`src/hw/uadc_defs.vh`:
```
// Constants for the USB attach and detach control block.
`ifndef UADC_DEFS_VH
`define UADC_DEFS_VH
// =====================================================================
// Register byte offsets
`define UADC_OFF_CTRL 4'h0
`define UADC_OFF_PINSEL 4'h4
`define UADC_OFF_POWER 4'h8
`define UADC_OFF_STATUS 4'hc
// =====================================================================
// Control register fields
`define UADC_CTRL_READY 0
`define UADC_CTRL_PULLUP_EXT 1
`define UADC_CTRL_SELF_POWERED 2
`define UADC_CTRL_WAKE_REQ 3
`define UADC_CTRL_SUSPEND 4
`define UADC_CTRL_EP_AUDIO 5
`define UADC_CTRL_RWAKE_REQ 6
// =====================================================================
// Pin select fields
`define UADC_PS_PULLUP_LSB 0
`define UADC_PS_VBUS_LSB 8
`define UADC_PS_DETACH_LSB 16
`define UADC_PS_WAKE_LSB 24
// =====================================================================
// Reset values and the fixed speed field
`define UADC_CTRL_RESET 7'h00
`define UADC_PINSEL_RESET 32'h03020100
`define UADC_MAX_POWER_MA 16'h012c
`define UADC_SPEED_KBPS 16'h2ee0
`endif

```
`src/hw/uadc_top.v`:
```
// USB attach, detach, wake and suspend control with an Avalon-MM register slave.
`timescale 1ns/1ps
`include "uadc_defs.vh"
module uadc_top #(
  parameter NUM_PINS = 16,
  parameter SEL_W = 4
) (
  input wire mclk,
  input wire srst,
  input wire [3:0] avs_address,
  input wire avs_read,
  input wire avs_write,
  input wire [31:0] avs_writedata,
  input wire [3:0] avs_byteenable,
  output reg [31:0] avs_readdata,
  output reg avs_waitrequest,
  input wire [NUM_PINS-1:0] general_io_pin_in,
  output reg [NUM_PINS-1:0] general_io_pin_out,
  output reg [NUM_PINS-1:0] general_io_pin_oe,
  output reg dplus_line_oe,
  output reg dminus_line_oe,
  output reg dplus_pullup_int,
  output reg radio_enable,
  output reg load_enable,
  output reg remote_wake_send,
  output reg endpoint_audio
);
  // ===================================================================
  // Registers
  reg [6:0] ctrl;
  reg [31:0] pinsel;
  reg [15:0] max_power_setting;
  reg bus_busy;
  reg [NUM_PINS-1:0] raw_in;
  wire detach_sync;
  wire vbus_sync;
  wire [SEL_W-1:0] pullup_source_select;
  wire [SEL_W-1:0] vbus_pin_select;
  wire [SEL_W-1:0] detach_pin_select;
  wire [SEL_W-1:0] wake_pin_select;
  wire detached;
  wire vbus_ok;
  wire attach_ok;
  wire bus_powered;
  wire in_suspend;
  reg [31:0] next_readdata;

  assign pullup_source_select = pinsel[`UADC_PS_PULLUP_LSB +: SEL_W];
  assign vbus_pin_select = pinsel[`UADC_PS_VBUS_LSB +: SEL_W];
  assign detach_pin_select = pinsel[`UADC_PS_DETACH_LSB +: SEL_W];
  assign wake_pin_select = pinsel[`UADC_PS_WAKE_LSB +: SEL_W];

  // ===================================================================
  // Pin input selection
  always @(posedge mclk) begin
    if (srst) begin
      raw_in <= {NUM_PINS{1'b0}};
    end else begin
      raw_in <= general_io_pin_in;
    end
  end

  uadc_sync u_sync_detach (
    .mclk(mclk),
    .srst(srst),
    .din(general_io_pin_in[detach_pin_select]),
    .dout(detach_sync)
  );

  uadc_sync u_sync_vbus (
    .mclk(mclk),
    .srst(srst),
    .din(general_io_pin_in[vbus_pin_select]),
    .dout(vbus_sync)
  );

  assign detached = detach_sync;
  assign bus_powered = ~ctrl[`UADC_CTRL_SELF_POWERED];
  // Bus-powered designs are alive only with VBUS, so sensing is skipped.
  assign vbus_ok = bus_powered | vbus_sync;
  assign attach_ok = ctrl[`UADC_CTRL_READY] & vbus_ok & ~detached;
  assign in_suspend = ctrl[`UADC_CTRL_SUSPEND];

  // ===================================================================
  // Line, pull-up, wake and load control
  always @(posedge mclk) begin : line_ctrl
    integer i;
    if (srst) begin
      general_io_pin_out <= {NUM_PINS{1'b0}};
      general_io_pin_oe <= {NUM_PINS{1'b0}};
      dplus_line_oe <= 1'b0;
      dminus_line_oe <= 1'b0;
      dplus_pullup_int <= 1'b0;
      radio_enable <= 1'b0;
      load_enable <= 1'b0;
      remote_wake_send <= 1'b0;
      endpoint_audio <= 1'b0;
    end else begin
      // Transceiver is only released to the serial engine while attached.
      dplus_line_oe <= attach_ok;
      dminus_line_oe <= attach_ok;
      dplus_pullup_int <= attach_ok & ~ctrl[`UADC_CTRL_PULLUP_EXT];
      for (i = 0; i < NUM_PINS; i = i + 1) begin
        if (ctrl[`UADC_CTRL_PULLUP_EXT] && i == pullup_source_select) begin
          // External resistor: drive high when attached, float otherwise.
          general_io_pin_out[i] <= 1'b1;
          general_io_pin_oe[i] <= attach_ok;
        end else if (i == wake_pin_select) begin
          general_io_pin_out[i] <= detached & ctrl[`UADC_CTRL_WAKE_REQ];
          general_io_pin_oe[i] <= 1'b1;
        end else begin
          general_io_pin_out[i] <= 1'b0;
          general_io_pin_oe[i] <= 1'b0;
        end
      end
      // In-band wake goes out only on an attached, suspended link.
      remote_wake_send <= ctrl[`UADC_CTRL_RWAKE_REQ] & attach_ok & in_suspend;
      radio_enable <= ~(in_suspend & bus_powered);
      load_enable <= ~(in_suspend & bus_powered);
      endpoint_audio <= ctrl[`UADC_CTRL_EP_AUDIO];
    end
  end

  // ===================================================================
  // Avalon-MM slave, one wait cycle per access
  always @* begin
    next_readdata = 32'h00000000;
    case (avs_address)
      `UADC_OFF_CTRL: next_readdata = {25'h0000000, ctrl};
      `UADC_OFF_PINSEL: next_readdata = pinsel;
      `UADC_OFF_POWER: next_readdata = {`UADC_SPEED_KBPS, max_power_setting};
      `UADC_OFF_STATUS: next_readdata = {28'h0000000, attach_ok, vbus_sync, detached,
        raw_in[detach_pin_select]};
      default: next_readdata = 32'h00000000;
    endcase
  end

  always @(posedge mclk) begin
    if (srst) begin
      ctrl <= `UADC_CTRL_RESET;
      pinsel <= `UADC_PINSEL_RESET;
      max_power_setting <= `UADC_MAX_POWER_MA;
      bus_busy <= 1'b0;
      avs_waitrequest <= 1'b1;
      avs_readdata <= 32'h00000000;
    end else begin
      avs_waitrequest <= 1'b1;
      bus_busy <= 1'b0;
      // The wake request self-clears once detach state ends it; the in-band wake request does not.
      if (!detached) begin
        ctrl[`UADC_CTRL_WAKE_REQ] <= 1'b0;
      end
      if ((avs_read || avs_write) && !bus_busy) begin
        bus_busy <= 1'b1;
        avs_waitrequest <= 1'b0;
        avs_readdata <= next_readdata;
        if (avs_write) begin
          case (avs_address)
            `UADC_OFF_CTRL: begin
              if (avs_byteenable[0]) begin
                ctrl <= avs_writedata[6:0];
              end
            end
            `UADC_OFF_PINSEL: begin
              if (avs_byteenable[0]) pinsel[7:0] <= avs_writedata[7:0];
              if (avs_byteenable[1]) pinsel[15:8] <= avs_writedata[15:8];
              if (avs_byteenable[2]) pinsel[23:16] <= avs_writedata[23:16];
              if (avs_byteenable[3]) pinsel[31:24] <= avs_writedata[31:24];
            end
            `UADC_OFF_POWER: begin
              if (avs_byteenable[0]) max_power_setting[7:0] <= avs_writedata[7:0];
              if (avs_byteenable[1]) max_power_setting[15:8] <= avs_writedata[15:8];
            end
            default: begin
            end
          endcase
        end
      end
    end
  end
endmodule

```
`src/hw/uadc_sync.v`:
```
// Three-stage input synchroniser with agreement filter.
`timescale 1ns/1ps
module uadc_sync (
  input wire mclk,
  input wire srst,
  input wire din,
  output reg dout
);
  reg s1;
  reg s2;
  reg s3;
  // The first stage feeds only the second to contain metastability.
  always @(posedge mclk) begin
    if (srst) begin
      s1 <= 1'b0;
      s2 <= 1'b0;
      s3 <= 1'b0;
      dout <= 1'b0;
    end else begin
      s1 <= din;
      s2 <= s1;
      s3 <= s2;
      if (s2 == s3) begin
        dout <= s3;
      end
    end
  end
endmodule

```
`config.mk`:
```
export PLATFORM = sky130hd
export DESIGN_NAME = uadc_top
export DESIGN_NICKNAME = d
export VERILOG_FILES = /design/src/hw/uadc_top.v /design/src/hw/uadc_sync.v
export VERILOG_INCLUDE_DIRS = /design/src /design/src/hw
export SDC_FILE = /design/constraint.sdc
export NUM_CORES = 1
export LEC_CHECK = 0
export BUFFER_PORTS_ARGS = -buffer_cell sky130_fd_sc_hd__buf_2
export CORE_UTILIZATION = 56
export CTS_BUF_LIST = sky130_fd_sc_hd__clkbuf_2
export CTS_CLUSTER_DIAMETER = 60
export CTS_CLUSTER_SIZE = 24
export DETAILED_ROUTE_END_ITERATION = 8
export PLACE_DENSITY = 0.85
export SLEW_MARGIN = 20
export SYNTH_ARGS = -nofsm -noshare
export SYNTH_HDL_FRONTEND = slang
export SYNTH_SLANG_ARGS = --single-unit
```
`constraint.sdc`:
```
create_clock -name mclk -period 2.4 [get_ports mclk]
set_clock_uncertainty 0.05 [all_clocks]
set_input_delay 0.48 -clock mclk [delete_from_list [all_inputs] [get_ports mclk]]
set_output_delay 0.48 -clock mclk [all_outputs]
set_load 0.01 [all_outputs]
```
## Yosys cells after proc, flatten, opt, wreduce, memory -nomap -nowiden

Cells that the tools add are included.

- Input port bits: 60
- Bits in read-only memories: 0
- Memories: 0
- Output and inout port bits: 72
- Word-level logic and storage cells: 183
- Bits in latches: 0
- RAM bits: 0
- Flip-flop bits (word level): 150

- Reductions and logical operators: 29
- Mux-type cells: 78
- Bitwise gates (word level): 12
- Shift-type cells: 0
- Equal/unequal tests: 35
- $lt $le $gt $ge: 2
- Multipliers: 0
- Divide/modulo/power cells: 0
- Add/subtract/negate cells: 0

Operator list:

| operator | count |
|---|---|
| $pmux W32 S4 | 1 |
| $mux W1 | 70 |
| $eq A4 B4 Y1 const A | 16 |
| $eq A3 B4 Y1 const A | 8 |
| $reduce_and A4 Y1 | 7 |
| $logic_and A1 B1 Y1 | 17 |
| $eq A2 B4 Y1 const A | 4 |
| $mux W4 | 4 |
| $bmux W1 S4 | 3 |
| $logic_not A4 Y1 | 3 |
| $lt A4 B5 Y1 const B | 2 |
| $eq A1 B4 Y1 const A | 2 |
| $eq A4 B4 Y1 const B | 2 |
| $and A1 B1 Y1 | 7 |
| $eq A4 B3 Y1 const B | 1 |
| $not A1 Y1 | 4 |
| $eq A1 B1 Y1 | 2 |
| $logic_not A1 Y1 | 1 |
| $logic_or A1 B1 Y1 | 1 |
| $or A1 B1 Y1 | 1 |

## Longest topological paths before layout

- Word-level depth: 6
- Mapped depth: 6
- Gate-level depth less buffers: 4

## Cells and area by module

Synthesis repeated with hierarchy kept, for this count alone.

- Cell total of the unflattened synthesis: 585
- Area, all modules: 5850.6 um^2

By module, submodules not included:

| module | sequential area each (um^2) | cells an instance | instances | area an instance (um^2) |
|---|---|---|---|---|
| uadc_top | 2842.7 | 565 | 1 | 5625.4 |
| uadc_sync | 80.1 | 10 | 2 | 112.6 |

## Worst setup path before layout

OpenSTA, ideal clock, no wires.

- Kind: register to register
- Start: reg pinsel[16]
- End: reg u_sync_detach.s1
- Clock period less this slack: 1.763 ns
- Library setup time: 0.127 ns
- Data required time: 2.223 ns
- Setup slack: 0.637 ns
- Cell stages (with the launch flop): 5
- Arrival time: 1.586 ns
- Buffers on the path: 1
- Cell sequence: dfxtp_1 -> buf_6 -> mux4_1 -> mux4_2 -> nor2b_4

- Cells in the longest elaborated chain, start to end: 2

RTL lines:

| item | line | source |
|---|---|---|
| from (decl) | uadc_top.v:31 | `reg [31:0] pinsel;` |
| from (signal assigned) | uadc_top.v:141 | `` pinsel <= `UADC_PINSEL_RESET; `` |
| from (signal assigned) | uadc_top.v:167 | `if (avs_byteenable[2]) pinsel[23:16] <= avs_writedata[23:16];` |
| $bmux W1 S4 | uadc_top.v:66 | `.din(general_io_pin_in[detach_pin_select]),` |
| $mux W1 (implied by the code) | uadc_top.v:66 |  |
| to (signal assigned) | uadc_sync.v:20 | `s1 <= din;` |
| to (decl) | uadc_sync.v:9 | `reg s1;` |

Every way passes these cells. The select of a mux whose other input is x is not followed.
A chain may end at the register's enable or synchronous reset.

## Final worst setup path

Same ends and word-level chain as after synthesis.

==> qor.csv <==
metric,value,unit
main combinational cell family by area after synthesis,multiplexers,
synthesis-stage register bit count,150,
Synth area leader,dfxtp_1,
number of synthesized flops with an enable pin,0,
slack of the critical path,0.205,ns
Adder-Cell Fraction of Synth Area,0,%
WP data arrival,2.74,ns
peak fanout along the critical path,11,
Mapped Area,5910,um2
Slew @ Worst Pin,0.611,ns
logic gate share of total power,7.4,%
CP Launch Type,flop,
Synth Instances,586,
XOR/XNOR share of the synthesized area,0,%
CP required,2.94,ns
Placer Congestion,0.877,
Layout area overhead,24.9,%
max-cap viol count,0,
RSZ-0062 raised after global routing,false,
Die Area,11000,um2
Num CTS Buffers,17,
layout cells sized above 1,25.3,%
"top cells by area, synth","dfxtp_1, mux2i_1, nor2_1",
f_max,456,MHz
mux share of post-synthesis cell area,18.1,%
GRT Util Overall,28.5,%
first-pass GRT wire length,24500,um
syn avg cell area,10.1,um2
# IOs,132,
GR Overflow Total,0,
max-slew violation count,0,
row cnt,37,
Clk pwr share,33.1,%
Leak,0.00329,uW
r2r setup slk,0.21,ns
async set-reset flop share out of synthesis,0,%
largest net degree at the start of global routing,55,
Avg WL per Cell,16.9,um
Cells after DPL,822,
"Net Count, Synth",646,
Clock Tree Root,clkbuf_2,
CTS max path bufs,2,
VDD IR max,0.387,mV
sequential fraction of design power,59.4,%
post-synthesis compound-gate area fraction,9.86,%
dpl ws,0.251,ns
sequential area share after synthesis,50.8,%
post-DP HPWL,10100,um
Post-CTS Resized,0,
CTS H-tree lvls,4,
vias in the first global route,4937,
ANT nets after route,0,
nets,811,
outcome,finished clean,
worst reg2reg path depth,3,
placed instance area,6680,um2
final WL,15200,um
crit end category,flop,
Rel. slew slack,59.2,%
initial antenna violation count,2,
Post-Layout Cell Count,901,
Hold Startpoint,avs_writedata[24],
power density cells,580,nW/um2
Hold Path Class,in -> reg,
"Primary FF master, synth",dfxtp_1,
core area,10300,um2
Post-Layout Inst Area,7380,um2
reg2reg end,u_sync_detach.s1$_SDFF_PP0_,
top-count cell post-synth,dfxtp_1,
Simple-Gate Fraction of Synth Area,17.4,%
width of the die,105,um
Yosys top cell area share,50.8,%
synth cell count leaders,"dfxtp_1, nor2_1, mux2i_1",
TritonCTS clock tree,built,
worst skew pair latency,0.69,ns
TNS Setup,0,ns
DRC,0,
YS warnings,0,
initial drt markers,363,
worst hold stages,4,
Period minus WS final,2.19,ns
Worst-path clk slew,0.24,ns
internal power,3180,uW
Starting Density,57.5,%
Final period util,91.5,%
Synth cell types,40,
Die Ht,105,um
Sw Share,25.9,%
FF-to-FF Start,pinsel[16]$_SDFFE_PP0P_,
sw power,1110,uW
Hold Crit Endpoint,pinsel[24]$_SDFFE_PP1P_,
endpoints failing setup,0,
Final Hold Violating Endpoints,0,
Pre-Repair DR Iteration Count,5,
Via Count,5018,
IO Port Bufs,131,
vias per inst,5.57,
clock net sink count,150,
WS Path Type,reg -> reg,
-- area by class of cell --
type,count,area (um2)
antenna,1,2.50
tap,136,170
inverter,7,26.3
sequential,150,3000
timing repair buffer,191,1250
clock buffer,18,90.1
fill,753,2890
multi-input combinational,384,2690
clock inverter,14,149
-- cells in the final DEF (no fill, tap or decap), types with 2 or more instances in the layout --
cell type / count
dfxtp_1: 150
nor3b_1: 2
bufinv_16: 2
and3_1: 9
a31oi_1: 4
inv_1: 7
nor4b_4: 2
buf_2: 130
a22oi_1: 11
clkinv_1: 2
buf_12: 2
nand3_1: 5
a22o_1: 12
mux4_1: 7
clkbuf_2: 18
clkinvlp_4: 5
a21oi_1: 25
nand3_4: 2
mux2_2: 3
nor2b_1: 35
mux2i_1: 65
buf_4: 13
and3b_1: 2
a211oi_1: 2
nand2b_1: 5
a211o_1: 8
mux4_2: 9
dlygate4sd3_1: 46
nor4_1: 3
nand2_1: 46
nor2_1: 88
nor3_1: 7
inv_6: 4
o21ai_0: 22
-- power by group through the flow --
stage | sequential (uW) | combinational (uW) | clock (uW)
after CTS | 2540 | 312 | 1420
after global placement | 2590 | 245 | 0
after detailed placement | 2590 | 253 | 0
final | 2550 | 318 | 1420
after global routing | 2550 | 339 | 1550
after floorplan | 2590 | 135 | 0
-- critical path, cell delays in order, from the launching register on --
cell and delay, ns:
dfxtp_1 0.72, mux4_1 0.63, mux4_2 0.53, nor2b_4 0.15
-- sequential cells by signal (all words and copies together), names as in the netlist, 7 cells and up --
| name | count |
|---|---|
| ctrl | 7 |
| general_io_pin_oe | 16 |
| general_io_pin_out | 16 |
| raw_in | 16 |
| max_power_setting | 16 |
| pinsel | 32 |
| avs_readdata | 32 |
-- worst max path at each step --
stage | start | slack [ns] | endpoint | depth (start not counted)
after global routing | pinsel[16]$_SDFFE_PP0P_ | 0.13 | avs_readdata[0]$_SDFFE_PP0N_ | 4
after floorplan | pinsel[16]$_SDFFE_PP0P_ | 0.64 | u_sync_detach.s1$_SDFF_PP0_ | 4
after CTS | pinsel[16]$_SDFFE_PP0P_ | 0.26 | u_sync_detach.s1$_SDFF_PP0_ | 3
after detailed placement | avs_address[3] | 0.25 | max_power_setting[2]$_SDFFE_PP1P_ | 5
after global placement | avs_address[3] | 0.31 | pinsel[15]$_SDFFE_PP0P_ | 6
final | pinsel[16]$_SDFFE_PP0P_ | 0.21 | u_sync_detach.s1$_SDFF_PP0_ | 3
-- cell families after synthesis --
kind of cell,Yosys count
buffers and inverters,52
and+or+nand+nor,210
AOI/OAI and AO/OA,90
DFF,150
muxes,84
-- per-stage QoR --
| stage | util, % | hold WS [ns] | power [uW] |
|---|---|---|---|
| finish | 71.8 | 0.0448 | 4280 |
| global route | 71.8 | 0.0381 | 4440 |
| CTS | 71.8 | 0.00391 | 4280 |
| detailed placement | 65.0 | 0.390 | 2850 |
| global placement | 65.0 | 0.371 | 2840 |
| floorplan | - | 0.364 | 2720 |
-- routing by layer --
| metal | track usage (%) | routed length, um | vias to the layer above |
|---|---|---|---|
| met1 | 35.2 | 6220 | 2400 |
| met4 | 10.7 | 318 | 0 |
| li1 | - | - | 2360 |
| met2 | 48.8 | 7580 | 234 |
| met3 | 5.93 | 1120 | 24 |
| met5 | 0 | 0 | - |
-- what timing repair did --
item,CTS,global route
hold buffers,46,0
hold endpoints to repair,68,0
setup buffers,0,0
No activity file was read; power rests on OpenSTA's default activity.
